**src/pkg/wdg_pkg.sv**
```systemverilog
// package: register map, fields, reset values and timing for the watchdog
package wdg_pkg;
  // register word byte addresses on the avalon slave
  localparam logic [3:0] ADDR_CTRL = 4'h0;
  localparam logic [3:0] ADDR_KEY = 4'h4;
  localparam logic [3:0] ADDR_STAT = 4'h8;
  localparam logic [3:0] ADDR_IEN = 4'hC;
  // address bit 4 selects the second bank
  localparam logic [4:0] ADDR_ICLR = 5'h10;
  // control word fields
  localparam int CTRL_ON_BIT = 15;
  localparam int CTRL_RUN_LSB = 8;
  localparam int CTRL_CLK_LSB = 6;
  localparam int CTRL_SLP_LSB = 1;
  localparam int CTRL_WIN_BIT = 0;
  // service key
  localparam logic [15:0] SERVICE_KEY = 16'h5743;
  // clock select encodings
  localparam logic [1:0] CLK_LOW_POWER_RC_OSC = 2'h3;
  localparam logic [1:0] CLK_FAST = 2'h2;
  localparam logic [1:0] CLK_RSVD = 2'h1;
  localparam logic [1:0] CLK_SYS = 2'h0;
  // status bits
  localparam int ST_TIMEOUT = 0;
  localparam int ST_EARLY = 1;
  localparam int ST_WAKE = 2;
  localparam int ST_W = 3;
  // reset pulse length and the dead cycle after a disable
  localparam int RESET_PULSE_CYC = 4;
  localparam int OFF_GAP_CYC = 1;
  localparam logic [15:0] CTRL_RESET = 16'h0000;
  // state machine
  typedef enum logic [2:0] {
    WDG_IDLE = 3'b001,
    WDG_RUN = 3'b010,
    WDG_RESET = 3'b100
  } wdg_state_e;
endpackage

```
**src/pkg/wdg_tick_if.sv**
```systemverilog
// interface: tick selection between watchdog core and its counter
`timescale 1ns/100ps
`default_nettype none
interface wdg_tick_if;
  logic tick;
  logic clear;
  logic [4:0] div;
  logic expired;
  logic window_open;
  modport core (output tick, output clear, output div,
    input expired, input window_open);
  modport counter (input tick, input clear, input div,
    output expired, output window_open);
endinterface
`default_nettype wire

```
**src/wdg_counter.sv**
```systemverilog
// module: postscaled time-out counter with window detection
`timescale 1ns/100ps
`default_nettype none
module wdg_counter (
  input wire logic clk_in,
  input wire logic rst_n_in,
  input wire logic en_in,
  wdg_tick_if.counter tif
);
  typedef struct packed {
    logic [30:0] cnt;
    logic expired;
  } wdg_cnt_s;
  wdg_cnt_s s_q, s_d;
  logic [30:0] limit;
  always_comb begin
    // divide by 2^(div+1): terminal count is that value minus one
    limit = (31'h0000_0002 << tif.div) - 31'h0000_0001;
    s_d = s_q;
    s_d.expired = 1'b0;
    if (tif.clear) begin
      s_d.cnt = '0;
    end else if (tif.tick) begin
      if (s_q.cnt >= limit) begin
        s_d.cnt = '0;
        s_d.expired = 1'b1;
      end else begin
        s_d.cnt = s_q.cnt + 31'h0000_0001;
      end
    end
  end
  // window opens for the final quarter of the period
  assign tif.window_open = (s_q.cnt >= (limit - (limit >> 2)));
  assign tif.expired = s_q.expired;
  always_ff @(posedge clk_in) begin
    if (!rst_n_in) begin
      s_q <= '0;
    end else if (en_in) begin
      s_q <= s_d;
    end
  end
endmodule
`default_nettype wire

```
**src/wdg_top.sv**
```systemverilog
// module: watchdog with avalon register slave, key service and interrupts
`timescale 1ns/100ps
`default_nettype none
// Summary of operation
// - low-power oscillator in sleep or idle; otherwise selected clock
// - expiry outside sleep and idle resets device and sets timeout flag
// - expiry in sleep or idle wakes device
// - enable bit starts; clears only if software-enabled
// - enable reads one whenever the watchdog runs
// - run divider field selects 2^(n+1)
// - sleep divider field, same encoding
// - clock select: 11 low-power, 10 fast, 00 system
// - divider and clock fields read fuse values
// - window enable bit selects windowed servicing
// - window fuse set forces window bit high
// - key 0x5743 in one 16-bit write restarts
module wdg_top (
  input wire logic clk_in,
  input wire logic rst_n_in,
  input wire logic clk_en_in,
  input wire logic por_in,
  input wire logic fuse_on_in,
  input wire logic [4:0] fuse_run_div_in,
  input wire logic [4:0] fuse_sleep_div_in,
  input wire logic [1:0] fuse_clk_sel_in,
  input wire logic fuse_window_in,
  input wire logic low_power_rc_osc_tick_in,
  input wire logic fast_rc_osc_tick_in,
  input wire logic sleep_in,
  input wire logic idle_in,
  input wire logic [4:0] avs_address,
  input wire logic avs_read,
  input wire logic avs_write,
  input wire logic [31:0] avs_writedata,
  input wire logic [3:0] avs_byteenable,
  output logic [31:0] avs_readdata,
  output logic avs_waitrequest,
  output logic device_reset_out,
  output logic wake_out,
  output logic timeout_reset_flag_out,
  output logic irq_out
);
  typedef struct packed {
    wdg_pkg::wdg_state_e st;
    logic sw_on;
    logic win_sw;
    logic [4:0] run_div;
    logic [4:0] slp_div;
    logic [1:0] clk_sel;
    logic fuse_on;
    logic fuse_win;
    logic flag;
    logic [wdg_pkg::ST_W-1:0] stat;
    logic [wdg_pkg::ST_W-1:0] ien;
    logic [2:0] rst_cnt;
    logic gap;
    logic ack;
    logic [31:0] rdata;
    logic reset_out;
    logic wake;
    logic irq;
  } wdg_top_s;
  wdg_top_s s_q, s_d;
  wdg_tick_if tif ();
  logic running, saving, acc, wr16, key_ok;
  logic [15:0] ctrl_rd;

  wdg_counter u_wdg_counter (
    .clk_in(clk_in),
    .rst_n_in(rst_n_in),
    .en_in(clk_en_in),
    .tif(tif)
  );

  always_comb begin
    running = s_q.fuse_on | s_q.sw_on;
    saving = sleep_in | idle_in;
    acc = (avs_read | avs_write) & ~s_q.ack & ~s_q.gap;
    wr16 = (avs_byteenable[1:0] == 2'b11);
    key_ok = wr16 && (avs_writedata[15:0] == wdg_pkg::SERVICE_KEY);
    ctrl_rd = '0;
    ctrl_rd[wdg_pkg::CTRL_ON_BIT] = running;
    ctrl_rd[wdg_pkg::CTRL_RUN_LSB +: 5] = s_q.run_div;
    ctrl_rd[wdg_pkg::CTRL_CLK_LSB +: 2] = s_q.clk_sel;
    ctrl_rd[wdg_pkg::CTRL_SLP_LSB +: 5] = s_q.slp_div;
    ctrl_rd[wdg_pkg::CTRL_WIN_BIT] = s_q.fuse_win | s_q.win_sw;
    // tick source: low-power oscillator when saving, else run select
    if (saving) begin
      tif.tick = low_power_rc_osc_tick_in;
      tif.div = s_q.slp_div;
    end else begin
      tif.div = s_q.run_div;
      case (s_q.clk_sel)
        wdg_pkg::CLK_LOW_POWER_RC_OSC: tif.tick = low_power_rc_osc_tick_in;
        wdg_pkg::CLK_FAST: tif.tick = fast_rc_osc_tick_in;
        wdg_pkg::CLK_SYS: tif.tick = 1'b1;
        default: tif.tick = 1'b0; // reserved: counter stalls
      endcase
    end
    tif.tick = tif.tick & running & (s_q.st == wdg_pkg::WDG_RUN);
    tif.clear = ~running;
    s_d = s_q;
    s_d.ack = 1'b0;
    s_d.gap = 1'b0;
    s_d.wake = 1'b0;
    if (por_in) begin
      // fuse capture on power-on reset, clocked so no port feeds reset
      s_d.run_div = fuse_run_div_in;
      s_d.slp_div = fuse_sleep_div_in;
      s_d.clk_sel = fuse_clk_sel_in;
      s_d.fuse_on = fuse_on_in;
      s_d.fuse_win = fuse_window_in;
      s_d.flag = 1'b0;
      s_d.sw_on = 1'b0;
      s_d.win_sw = 1'b0;
    end
    // bus access: one wait cycle, answer on the ack cycle
    if (acc) begin
      s_d.ack = 1'b1;
      s_d.rdata = '0;
      if (avs_read) begin
        case (avs_address)
          {1'b0, wdg_pkg::ADDR_CTRL}: s_d.rdata = {16'h0000, ctrl_rd};
          {1'b0, wdg_pkg::ADDR_STAT}: s_d.rdata = {29'h0, s_q.stat};
          {1'b0, wdg_pkg::ADDR_IEN}: s_d.rdata = {29'h0, s_q.ien};
          default: s_d.rdata = '0;
        endcase
      end else begin
        case (avs_address)
          {1'b0, wdg_pkg::ADDR_CTRL}: begin
            if (avs_byteenable[1]) begin
              // fuse-enabled watchdog keeps running via fuse_on
              s_d.sw_on = avs_writedata[wdg_pkg::CTRL_ON_BIT];
              if (s_q.sw_on && !avs_writedata[wdg_pkg::CTRL_ON_BIT]) begin
                s_d.gap = 1'b1;
              end
            end
            if (avs_byteenable[0]) begin
              s_d.win_sw = avs_writedata[wdg_pkg::CTRL_WIN_BIT];
            end
          end
          {1'b0, wdg_pkg::ADDR_KEY}: begin
            if (key_ok && running) begin
              if ((s_q.fuse_win | s_q.win_sw) && !tif.window_open) begin
                s_d.st = wdg_pkg::WDG_RESET;
                s_d.rst_cnt = '0;
                s_d.stat[wdg_pkg::ST_EARLY] = 1'b1;
              end else begin
                tif.clear = 1'b1;
              end
            end
          end
          {1'b0, wdg_pkg::ADDR_IEN}: s_d.ien = avs_writedata[2:0];
          wdg_pkg::ADDR_ICLR: s_d.stat = s_q.stat & ~avs_writedata[2:0];
          default: s_d.rdata = '0;
        endcase
      end
    end
    case (s_q.st)
      wdg_pkg::WDG_IDLE: begin
        if (running) begin
          s_d.st = wdg_pkg::WDG_RUN;
        end
      end
      wdg_pkg::WDG_RUN: begin
        if (!running) begin
          s_d.st = wdg_pkg::WDG_IDLE;
        end else if (tif.expired) begin
          if (saving) begin
            s_d.wake = 1'b1;
            s_d.stat[wdg_pkg::ST_WAKE] = 1'b1;
          end else begin
            s_d.st = wdg_pkg::WDG_RESET;
            s_d.rst_cnt = '0;
            s_d.stat[wdg_pkg::ST_TIMEOUT] = 1'b1;
          end
        end
      end
      wdg_pkg::WDG_RESET: begin
        s_d.flag = 1'b1;
        s_d.sw_on = 1'b0;
        tif.clear = 1'b1;
        s_d.rst_cnt = s_q.rst_cnt + 3'h1;
        if (s_q.rst_cnt == 3'(wdg_pkg::RESET_PULSE_CYC - 1)) begin
          s_d.st = wdg_pkg::WDG_IDLE;
        end
      end
      default: s_d.st = wdg_pkg::WDG_IDLE;
    endcase
    s_d.reset_out = (s_d.st == wdg_pkg::WDG_RESET);
    s_d.irq = |(s_d.stat & s_d.ien);
  end

  always_ff @(posedge clk_in) begin
    if (!rst_n_in) begin
      s_q <= '0;
      s_q.st <= wdg_pkg::WDG_IDLE;
    end else if (clk_en_in) begin
      s_q <= s_d;
    end
  end

  assign avs_readdata = s_q.rdata;
  assign avs_waitrequest = ~s_q.ack;
  assign device_reset_out = s_q.reset_out;
  assign wake_out = s_q.wake;
  assign timeout_reset_flag_out = s_q.flag;
  assign irq_out = s_q.irq;
endmodule
`default_nettype wire

```
**config.mk**
```make
export PLATFORM = sky130hd
export DESIGN_NAME = wdg_top
export DESIGN_NICKNAME = d
export VERILOG_FILES = /design/src/pkg/wdg_pkg.sv /design/src/pkg/wdg_tick_if.sv /design/src/wdg_counter.sv /design/src/wdg_top.sv
export SDC_FILE = /design/constraint.sdc
export NUM_CORES = 1
export LEC_CHECK = 0
export ABC_AREA = 1
export BUFFER_PORTS_ARGS = -buffer_cell sky130_fd_sc_hd__buf_4
export CAP_MARGIN = 20
export CORE_ASPECT_RATIO = 1.2
export CORE_MARGIN = 2
export CORE_UTILIZATION = 55
export DETAILED_ROUTE_END_ITERATION = 16
export MAX_ROUTING_LAYER = met4
export PLACE_DENSITY_LB_ADDON = 0.08
export SKIP_LAST_GASP = 1
export SLEW_MARGIN = 20
export SYNTH_ARGS = -nofsm -noshare
export SYNTH_HDL_FRONTEND = slang
export SYNTH_SLANG_ARGS = --single-unit
```
**constraint.sdc**
```tcl
create_clock -name clk_in -period 8.1 [get_ports clk_in]
set_input_delay 0.405 -clock clk_in [delete_from_list [all_inputs] [get_ports clk_in]]
set_output_delay 0.405 -clock clk_in [all_outputs]
set_load 0.02 [all_outputs]
```
* Word-level counts from Yosys, hierarchy flattened *
Cells that the tools add are included.

word-level totals
  flip-flop bits (word level) = 98
  bits in latches = 0
  bits in writable memories = 0
  ROM bits = 0
  input port bits = 65
  output and inout bits = 37
  word-level logic and storage cells = 132
  memories = 0

operators by class
  $add $sub $neg = 4
  $mul = 0
  div/mod/pow operators = 0
  magnitude comparators = 2
  eq/ne operators = 13
  shift operators = 1
  muxes and demuxes = 63
  bitwise operators = 14
  reductions and logical operators = 15

operator list
  cell                     number
  $mux W32                 2
  $ge A31 B31 Y1           2
  $mux W31                 2
  $pmux W16 S3             1
  $mux W3                  15
  $mux W43                 1
  $mux W1                  32
  $add A31 B1 Y31 const B  1
  $shl A2 B5 Y31 const A   1
  $sub A31 B1 Y31 const B  1
  $sub A31 B29 Y31         1
  $mux W17                 1
  $eq A16 B15 Y1 const B   1
  $mux W5                  3
  $eq A5 B4 Y1 const B     2
  $mux W10                 1
  $pmux W3 S3              1
  $reduce_and A2 Y1        4
  $and A3 B3 Y3            2
  $eq A2 B2 Y1 const B     3
  $eq A3 B2 Y1 const B     2
  $eq A3 B3 Y1 const B     2
  $pmux W3 S2              1
  $eq A5 B3 Y1 const B     1
  other kinds (16)         29

* Depth between registers and ports, before layout *
Gate-level depths: netlist of run 1.

  depth in word-level cells = 19
  mapped depth = 45
  gate-level depth less buffers = 44

* Modules after synthesis *
From an unflattened synthesis of run 1, not the netlist that was laid out.

unflattened totals
  cell total of the unflattened synthesis = 1287
  area total of the unflattened synthesis = 8190.4 um^2

by module, submodules not included
  module       instances  cells an instance  area each (um^2)  sequential area each (um^2)
  wdg_counter  1          908                5639.2            640.6
  wdg_top      1          379                2551.2            960.9

* Least setup slack after synthesis of run 1 *
Ideal clock, no wire load.

  path kind = input port to flip-flop
  start = input port idle_in
  end = register u_wdg_counter.s_q[18] (netlist bit)
  setup time = 69 ps
  arrival = 5960 ps
  required time = 8031 ps
  slack = 2071 ps
  cell stages on the path = 42
  path buffers = 2
  path through = nor2_4 buf_12 nand2_2 o21ai_4 nor2_2 inv_1 nor2_1 inv_1 ha_1 inv_1 nor2_2 nand2_1 a21oi_4 xnor2_1 ha_1 a21o_1 a21oi_1 o21ai_0 [6 not listed] nand2_1 nand2_1 nand2_1 nand2_1 ha_1 a21oi_1 o21a_1 nor2_1 a311oi_1 nand2_1 nor2_1 nand3_1 nand2_1 nand2_1 a21boi_0 clkbuf_1 nand2_1 a21oi_2

between the ends
  cells in the longest elaborated chain, start to end = 16
  elaborated cells between the ends (all ways) = 23
  classes of those cells = add/sub: 2; order compare: 2; shift: 1; mux: 11; bitwise: 3; reduce/logical: 4

RTL lines
  item                                 RTL line           RTL
  start, declared                      wdg_top.sv:30      input wire logic idle_in,
  $or A1 B1 Y1 (*)                     wdg_top.sv:77      saving = sleep_in | idle_in;
  $mux W5                              wdg_top.sv:88      if (saving) begin
  $shl A2 B5 Y31                       wdg_counter.sv:18  limit = (31'h0000_0002 << tif.div) - 31'h0000_0001;
  $sub A31 B1 Y31                      wdg_counter.sv:18
  $sub A31 B29 Y31                     wdg_counter.sv:33  assign tif.window_open = (s_q.cnt >= (limit - (limit >> 2)));
  $ge A31 B31 Y1                       wdg_counter.sv:33
  $logic_not A1 Y1                     wdg_top.sv:144     if ((s_q.fuse_win | s_q.win_sw) && !tif.window_open) begin
  $logic_and A1 B1 Y1                  wdg_top.sv:144
  $mux W1                              wdg_top.sv:144
  $mux W1                              wdg_top.sv:143     if (key_ok && running) begin
  $mux W1                              wdg_top.sv:129     case (avs_address)
  $mux W1                              wdg_top.sv:121     if (avs_read) begin
  $mux W1                              wdg_top.sv:118     if (acc) begin
  $mux W1                              wdg_top.sv:159     case (s_q.st)
  $reduce_bool A2 Y1 (no source line)  --
  $reduce_and A2 Y1 (no source line)   --
  end signal, assigned                 wdg_counter.sv:37  s_q <= '0;
  end signal, assigned                 wdg_counter.sv:39  s_q <= s_d;
  end, declared                        wdg_counter.sv:14  wdg_cnt_s s_q, s_d;

Every way passes the cells marked *; elsewhere a longest branch is shown, timed or not. The select of a mux whose other input is x is not followed.
A chain may end at the register's enable or synchronous reset.

* Final worst setup path of run 1 *
  start = input port idle_in
  end = register u_wdg_counter.s_q[25] (netlist bit)

The elaborated chain is that of the path after synthesis.

==> impl_summary.txt, run 1 <==
----------------------------------------------------
[Synthesis]
  Share of the synthesized area in the top cell type ... 0.1886
  Average size of a mapped cell ... about 6.5 um^2
  Post-synthesis sequential element count ... 80
  Number of library cell types mapped by synthesis ... between 50 and 60
  Synth Instances ... between 1,000 and 1,500
  Largest area contributor in the synthesized netlist ... sky130_fd_sc_hd__dfxtp_1
  Part of the Yosys area used for sequential elements ... 0.1886
  Number of enable flip-flop cells after synthesis ... 0
  Post-synth design cell area ... between 8000 and 9000 um^2
  Synth warnings ... 0
  Top cells by area in the synthesized netlist ... sky130_fd_sc_hd__dfxtp_1 (19%), sky130_fd_sc_hd__ha_1 (13%), sky130_fd_sc_hd__nand2_1 (12%)
  Primary FF master, synth ... sky130_fd_sc_hd__dfxtp_1
  Async set or reset register ratio after synthesis ... 0

[Clock tree]
  Gates resized, CTS repair ... 0
  Post-CTS setup buffers ... 0
  Post-CTS Hold Fix Bufs ... 0
  H-tree depth ... 3
  Clock tree buffer depth ... 2
  Cell at the root of the clock tree ... sky130_fd_sc_hd__clkbuf_16
  Number of sinks driven by the clock tree ... 80
  Number of buffers inserted during clock tree synthesis ... 9
  Worst-skew pair later-pin latency ... roughly 330 ps
  CTS clk-pin slew, worst paths ... roughly 60 ps
  Clock tree from TritonCTS ... built

[Hold path]
  Worst min-delay path category ... in2reg
  Hold Path Cell Cnt ... 3

[Global routing]
  Total gr overflow ... 0
  Overall routing resource usage ... 0.2940
  Maximum number of pins on one net before global-route repair ... just under 60
  Initial antenna violation count ... 0
  Wire length of the first global-routing pass ... around 39,000 um
  Vias in the first global route ... around 8,300

[Floorplanning]
  Area of the core ... 15,020 um^2
  Effective utilization at floorplan ... 0.5653
  Vertical die dimension ... about 140 um
  Die Area ... roughly 16,000 um^2
  Die width ... about 120 um
  Num ports ... a little over 100
  Placement Rows ... 49

[Drt]
  Via-to-Cell Ratio ... approximately 5.5
  Residual antenna-violating net count after detailed routing ... 0
  Final routed wirelength across all metal layers ... roughly 23,000 um
  Number of remaining DRC errors ... 0
  WL/cell ... about 15 um
  First DRT Iteration DRCs ... ~640
  Number of search-and-repair iterations in the first detailed-routing pass ... 6
  Vias after detailed routing ... 8,518

[Placed design]
  DP HPWL ... 18,340 um
  Routability congestion estimate from global placement ... about 0.95
  Port Buffers ... 65

[Cells and area]
  Core occupancy in the finished layout ... 0.6186
  Multi-input gate area in the final layout ... between 5000 and 6000 um^2
  Inserted Diodes ... 0
  # nets final ... ~1,500
  Count of fill cells added during filler insertion ... between 1,000 and 1,500
  Synth-to-layout area growth ... 9.415%
  Sequential cell area ... 1602 um^2
  Share of cells above drive strength 1 ... 0.1308

[STA]
  Final Critical Period ... ~6900 ps
  # setup viols final ... 0
  Number of max-slew violations in the final report ... 0
  Accumulated negative setup slack ... 0 ps
  Final hold violation count ... 0
  Slew HR ... 0.3926
  Fraction of the cycle the final worst path needs ... 0.8515
  Setup repair after global routing missed its margin ... false
  Fmax ... roughly 140 MHz
  Slew at the pin closest to its max-slew limit ... roughly 910 ps
  Worst setup skew after layout ... 5.375 ps

[Critical path]
  Most frequent cell on the critical path ... sky130_fd_sc_hd__nand2_1
  Buffers and inverters on the worst path ... 6
  Largest delay contributor family on the critical path ... simple AND/OR/NAND/NOR gates
  Setup slack of the worst register-to-register path ... approximately 1200 ps
  Highest fanout seen on the critical path ... 19
  Crit-path max cell delay ... between 300 and 400 ps
  Stages on the worst setup path ... 44
  Data arrival, critical path ... between 7000 and 8000 ps
  CP max stage cell ... sky130_fd_sc_hd__ha_1
  Critical Setup Path Class ... in2reg
  Critical path launch point type ... input pin
  Worst Reg-to-Reg Cells ... 43
  Data required time at the worst endpoint ... about 8400 ps
  Crit path capture type ... register

[Pwr]
  Peak supply drop ... between 0.1 and 0.15 mV
  Pwr dens ... 184.4 nW/um^2
  Lkg Pwr ... approximately 4.3 nW

[Flow run]
  Number of maximum-capacitance constraint violations ... 0

[Run status]
  Run status ... completed

----------------------------------------------------
placed cells by master, fill, tap and decap left out, types with 35 or more instances in the layout:
master / n
sky130_fd_sc_hd__nand2_1: 276
sky130_fd_sc_hd__nand3_1: 70
sky130_fd_sc_hd__ha_1: 88
sky130_fd_sc_hd__o21ai_0: 58
sky130_fd_sc_hd__buf_4: 75
sky130_fd_sc_hd__inv_1: 166
sky130_fd_sc_hd__dfxtp_1: 80
sky130_fd_sc_hd__nor2_1: 102
sky130_fd_sc_hd__nor3_1: 36
sky130_fd_sc_hd__xor2_1: 35
sky130_fd_sc_hd__a21oi_1: 116
sky130_fd_sc_hd__nand4_1: 52
final timing paths:
kind	from	end
setup / recovery	idle_in	u_wdg_counter.s_q[25]$_SDFFE_PN0P_
hold / removal	fuse_on_in	s_q[48]$_SDFFE_PN0P_
setup reg to reg	ctrl_rd[2]$_SDFFE_PN0P_	u_wdg_counter.s_q[25]$_SDFFE_PN0P_
hold reg to reg	s_q[61]$_SDFFE_PN0P_	s_q[61]$_SDFFE_PN0P_
synth_stat cells, types with 33 or more instances:
library cell and n:
sky130_fd_sc_hd__nand3_1 70, sky130_fd_sc_hd__dfxtp_1 80, sky130_fd_sc_hd__a21oi_1 116, sky130_fd_sc_hd__xor2_1 35, sky130_fd_sc_hd__buf_4 33, sky130_fd_sc_hd__nand2_1 276
sky130_fd_sc_hd__nand4_1 52, sky130_fd_sc_hd__o21ai_0 58, sky130_fd_sc_hd__nor3_1 36, sky130_fd_sc_hd__ha_1 88, sky130_fd_sc_hd__inv_1 167, sky130_fd_sc_hd__nor2_1 102
worst register-to-register path: cells and delay by family, from the launching register on:
family	cells	cell delay (ps)
flops	1	310
xor+xnor	1	290
compound gates	12	2160
fa+ha+maj	3	890
simple gates	21	2270
buf+inv	6	860
stage by stage:
stage | hold WS [ps] | area (um^2) | worst slack, ps | power, mW | cells
final | 319.2 | 9291 | 1203 | 1.713 | 1550
after global routing | 348.4 | 9291 | 395.1 | 1.868 | 1550
after CTS | 310.3 | 9291 | 1230 | 1.718 | 1550
after detailed placement | 450.2 | 8995 | 893.3 | 1.303 | 1534
after global placement | 445.7 | 8995 | 1028 | 1.293 | 1534
after floorplan | 433.8 | 8556 | 2071 | 1.093 | 1320
final cells by class:
class                           count  area share
Clock buffer                       10     0.02464
Inverter                          174     0.07029
Timing Repair Buffer               77     0.06491
Tap cell                          204     0.02747
Multi-Input combinational cell    999      0.6330
Sequential cell                    80      0.1724
Clock inverter                      6    0.007272
cells by family (layout without fill, tap and decap cells):
logic type,count (synthesis),after routing,synth area share
and+or+nand+nor,616,616,0.3482
buffers and inverters,241,267,0.1282
AOI/OAI and AO/OA,225,225,0.1513
adders and majority gates,88,88,0.1297
DFF,80,80,0.1886
xor gates and xnor gates,52,52,0.05363
other,1,18,0.0004416
layer usage:
metal | global-route usage | share of wire
met5 | - | 0
met4 | 0.1414 | 0.039
met3 | 0.03461 | 0.048
met2 | 0.5023 | 0.49
met1 | 0.3444 | 0.43
flip-flops by register name, indices dropped and copies added (netlist names):
signal                     count
u_wdg_counter.s_q             31
s_q                           18
avs_readdata                  14
ctrl_rd                       12
device_reset_out               1
irq_out                        1
timeout_reset_flag_out         1
u_wdg_counter.tif.expired      1
wake_out                       1
power breakdown:
part	leakage (nW)	internal [mW]	total [mW]	switching [mW]
combinational	3.49	0.324	0.899	0.575
sequential	0.649	0.402	0.408	0.00564
clock	0.139	0.240	0.406	0.166
total	4.27	0.967	1.71	0.747
No activity file was read; power rests on OpenSTA's default activity.
==> inputs of run 2 (changes only) <==
CORE_MARGIN = default   (was 2)
clock period = 6.5 ns   (was 8.1 ns; I/O delays follow)
==> impl_summary.txt, run 2 (synthesized netlist as in run 1, its figures left out) <==
----------------------------------------------------
[Hold path]
  Worst min-delay path category ... in2reg

[Cells and area]
  Top reg by flops ... u_wdg_counter.s_q
  Multi-input gate area in the final layout ... about 6000 um^2
  Count of fill cells added during filler insertion ... roughly 1,500
  Leading cell type in the layout, fill and taps excluded ... sky130_fd_sc_hd__nand2_1
  # nets final ... 1,521
  Inserted Diodes ... 0
  Sequential cell area ... around 1600 um^2
  Fin cells ... 1,577
  Highest-count cells in the layout ignoring fill and taps ... sky130_fd_sc_hd__nand2_1 (276), sky130_fd_sc_hd__inv_1 (166), sky130_fd_sc_hd__a21oi_1 (112), sky130_fd_sc_hd__buf_4 (102), sky130_fd_sc_hd__nor2_1 (100)
  Core occupancy in the finished layout ... 0.6349
  Synth-to-layout area growth ... 12.30%
  Number of flip-flops under the largest register name ... 31
  Share of cells above drive strength 1 ... 0.1537

[Drt]
  Number of search-and-repair iterations in the first detailed-routing pass ... 5
  Via-to-Cell Ratio ... between 5 and 6
  Residual antenna-violating net count after detailed routing ... 0
  Vias after detailed routing ... 8,694
  First DRT Iteration DRCs ... approximately 770
  WL/cell ... about 15 um
  Final routed wirelength across all metal layers ... 23,880 um
  Number of remaining DRC errors ... 0

[Placed design]
  Placed cell count ... ~1,600
  DP HPWL ... 18,730 um
  Port Buffers ... 65
  Routability congestion estimate from global placement ... approximately 1

[Clock tree]
  Clock tree buffer depth ... 2
  Post-CTS setup buffers ... 0
  Cell at the root of the clock tree ... sky130_fd_sc_hd__clkbuf_16
  Post-CTS Hold Fix Bufs ... 0
  Number of sinks driven by the clock tree ... 80
  Clock tree from TritonCTS ... built
  H-tree depth ... 3
  Worst-skew pair later-pin latency ... around 340 ps
  CTS clk-pin slew, worst paths ... roughly 60 ps
  Number of buffers inserted during clock tree synthesis ... 9

[Global routing]
  Total gr overflow ... 0
  Overall routing resource usage ... 0.3159
  Vias in the first global route ... approximately 8,300
  Maximum number of pins on one net before global-route repair ... 58
  Wire length of the first global-routing pass ... roughly 39,000 um
  Initial antenna violation count ... 0

[Floorplanning]
  Die width ... roughly 120 um
  Die Area ... between 15,000 and 20,000 um^2
  Effective utilization at floorplan ... 0.5653
  Vertical die dimension ... 138.1 um
  Area of the core ... around 15,000 um^2
  Placement Rows ... a little under 50
  Num ports ... a little over 100

[Critical path]
  CP max stage cell ... sky130_fd_sc_hd__ha_1
  Crit path capture type ... register
  Highest fanout seen on the critical path ... 21
  Largest delay contributor family on the critical path ... simple AND/OR/NAND/NOR gates
  Data arrival, critical path ... roughly 6300 ps
  Crit-path max cell delay ... about 340 ps
  Critical path launch point type ... register
  Data required time at the worst endpoint ... around 6800 ps
  Buffers and inverters on the worst path ... 7
  Critical Setup Path Class ... reg2reg
  Most frequent cell on the critical path ... sky130_fd_sc_hd__nand2_1

[Pwr]
  Lkg Pwr ... about 4.4 nW
  Pwr dens ... roughly 230 nW/um^2
  Total Power Consumption ... about 2.2 mW
  Peak supply drop ... a little under 0.2 mV

[STA]
  Final Critical Period ... roughly 6100 ps
  Slew HR ... 0.3789
  Accumulated negative setup slack ... 0 ps
  Number of max-slew violations in the final report ... 0
  Setup repair after global routing missed its margin ... false
  Slew at the pin closest to its max-slew limit ... 929.2 ps
  Final hold violation count ... 0
  Fmax ... roughly 160 MHz
  # setup viols final ... 0
  Fraction of the cycle the final worst path needs ... 0.9335
  Worst-case hold slack ... between 200 and 250 ps
  Worst setup skew after layout ... between 10 and 15 ps

[Flow run]
  Number of maximum-capacitance constraint violations ... 0

[Run status]
  Run status ... completed

----------------------------------------------------
## run 2: cell count changes in the layout (fill, tap and decap cells not counted)
cell                       previous run  this run
sky130_fd_sc_hd__a21boi_0             3         2
sky130_fd_sc_hd__a21boi_1             1         2
sky130_fd_sc_hd__a21oi_1            116       112
sky130_fd_sc_hd__a21oi_2             11        15
sky130_fd_sc_hd__buf_4               75       102
sky130_fd_sc_hd__clkbuf_1             1         0
sky130_fd_sc_hd__inv_6                2         3
sky130_fd_sc_hd__nor2_1             102       100
sky130_fd_sc_hd__nor2_4               4         6
sky130_fd_sc_hd__o21ai_0             58        57
sky130_fd_sc_hd__o21ai_1              4         5
sky130_fd_sc_hd__xor2_1              35        34
sky130_fd_sc_hd__xor2_2               0         1
## run 2: final timing paths
path | cells after the start | slack [ps] | endpoint | start
max | 43 | 430 | u_wdg_counter.s_q[14]$_SDFFE_PN0P_ | ctrl_rd[2]$_SDFFE_PN0P_
min | 3 | 240 | s_q[48]$_SDFFE_PN0P_ | fuse_on_in
max reg2reg | 43 | 430 | u_wdg_counter.s_q[14]$_SDFFE_PN0P_ | ctrl_rd[2]$_SDFFE_PN0P_
min reg2reg | 2 | 460 | s_q[61]$_SDFFE_PN0P_ | s_q[61]$_SDFFE_PN0P_
## run 2: layout make-up
class                   count  share of cell area
well taps                 204             0.02676
repair buffers            104             0.08449
inverters                 174             0.06849
clock inverters             7            0.008003
clock buffers               9             0.02362
flip-flops and latches     80              0.1679
multi-input cells         999              0.6207
## run 2: where the power goes
| group | internal, mW | leakage, nW | switching (mW) | total, mW |
|---|---|---|---|---|
| Sequential | 0.501 | 0.649 | 0.00695 | 0.508 |
| Combinational | 0.440 | 3.62 | 0.736 | 1.18 |
| Clock | 0.301 | 0.143 | 0.218 | 0.519 |
## run 2: what timing repair did
action / in CTS / in global routing
hold endpoints to repair: 0 / 0
gates resized for setup: 0 / 11
setup endpoints to repair: 0 / 33
## run 2: through the flow
stage / worst slack (ps) / cell area (um^2)
3_3_place_gp: 276.2 / 9198
6_report: 432.0 / 9537
5_1_grt: 6.592 / 9537
2_1_floorplan: 551.3 / 8556
4_1_cts: 211.1 / 9499
3_5_place_dp: 109.8 / 9198
## run 2: layer usage
layer | wire (um) | track usage
met1 | 10430 | 0.3838
met2 | 11570 | 0.5295
met3 | 881 | 0.02060
met4 | 1001 | 0.1429
met5 | 0 | -
## run 2: worst reg2reg max path, delay by kind of cell, from the launching register on
family                   cells  cell delay [ps]
flip-flops                   1              310
AO/OA/AOI/OAI               11             1860
adder cells (fa/ha/maj)      3              840
XOR/XNOR                     1              120
AND/OR/NAND/NOR             21             2070
buffers and inverters        7              780
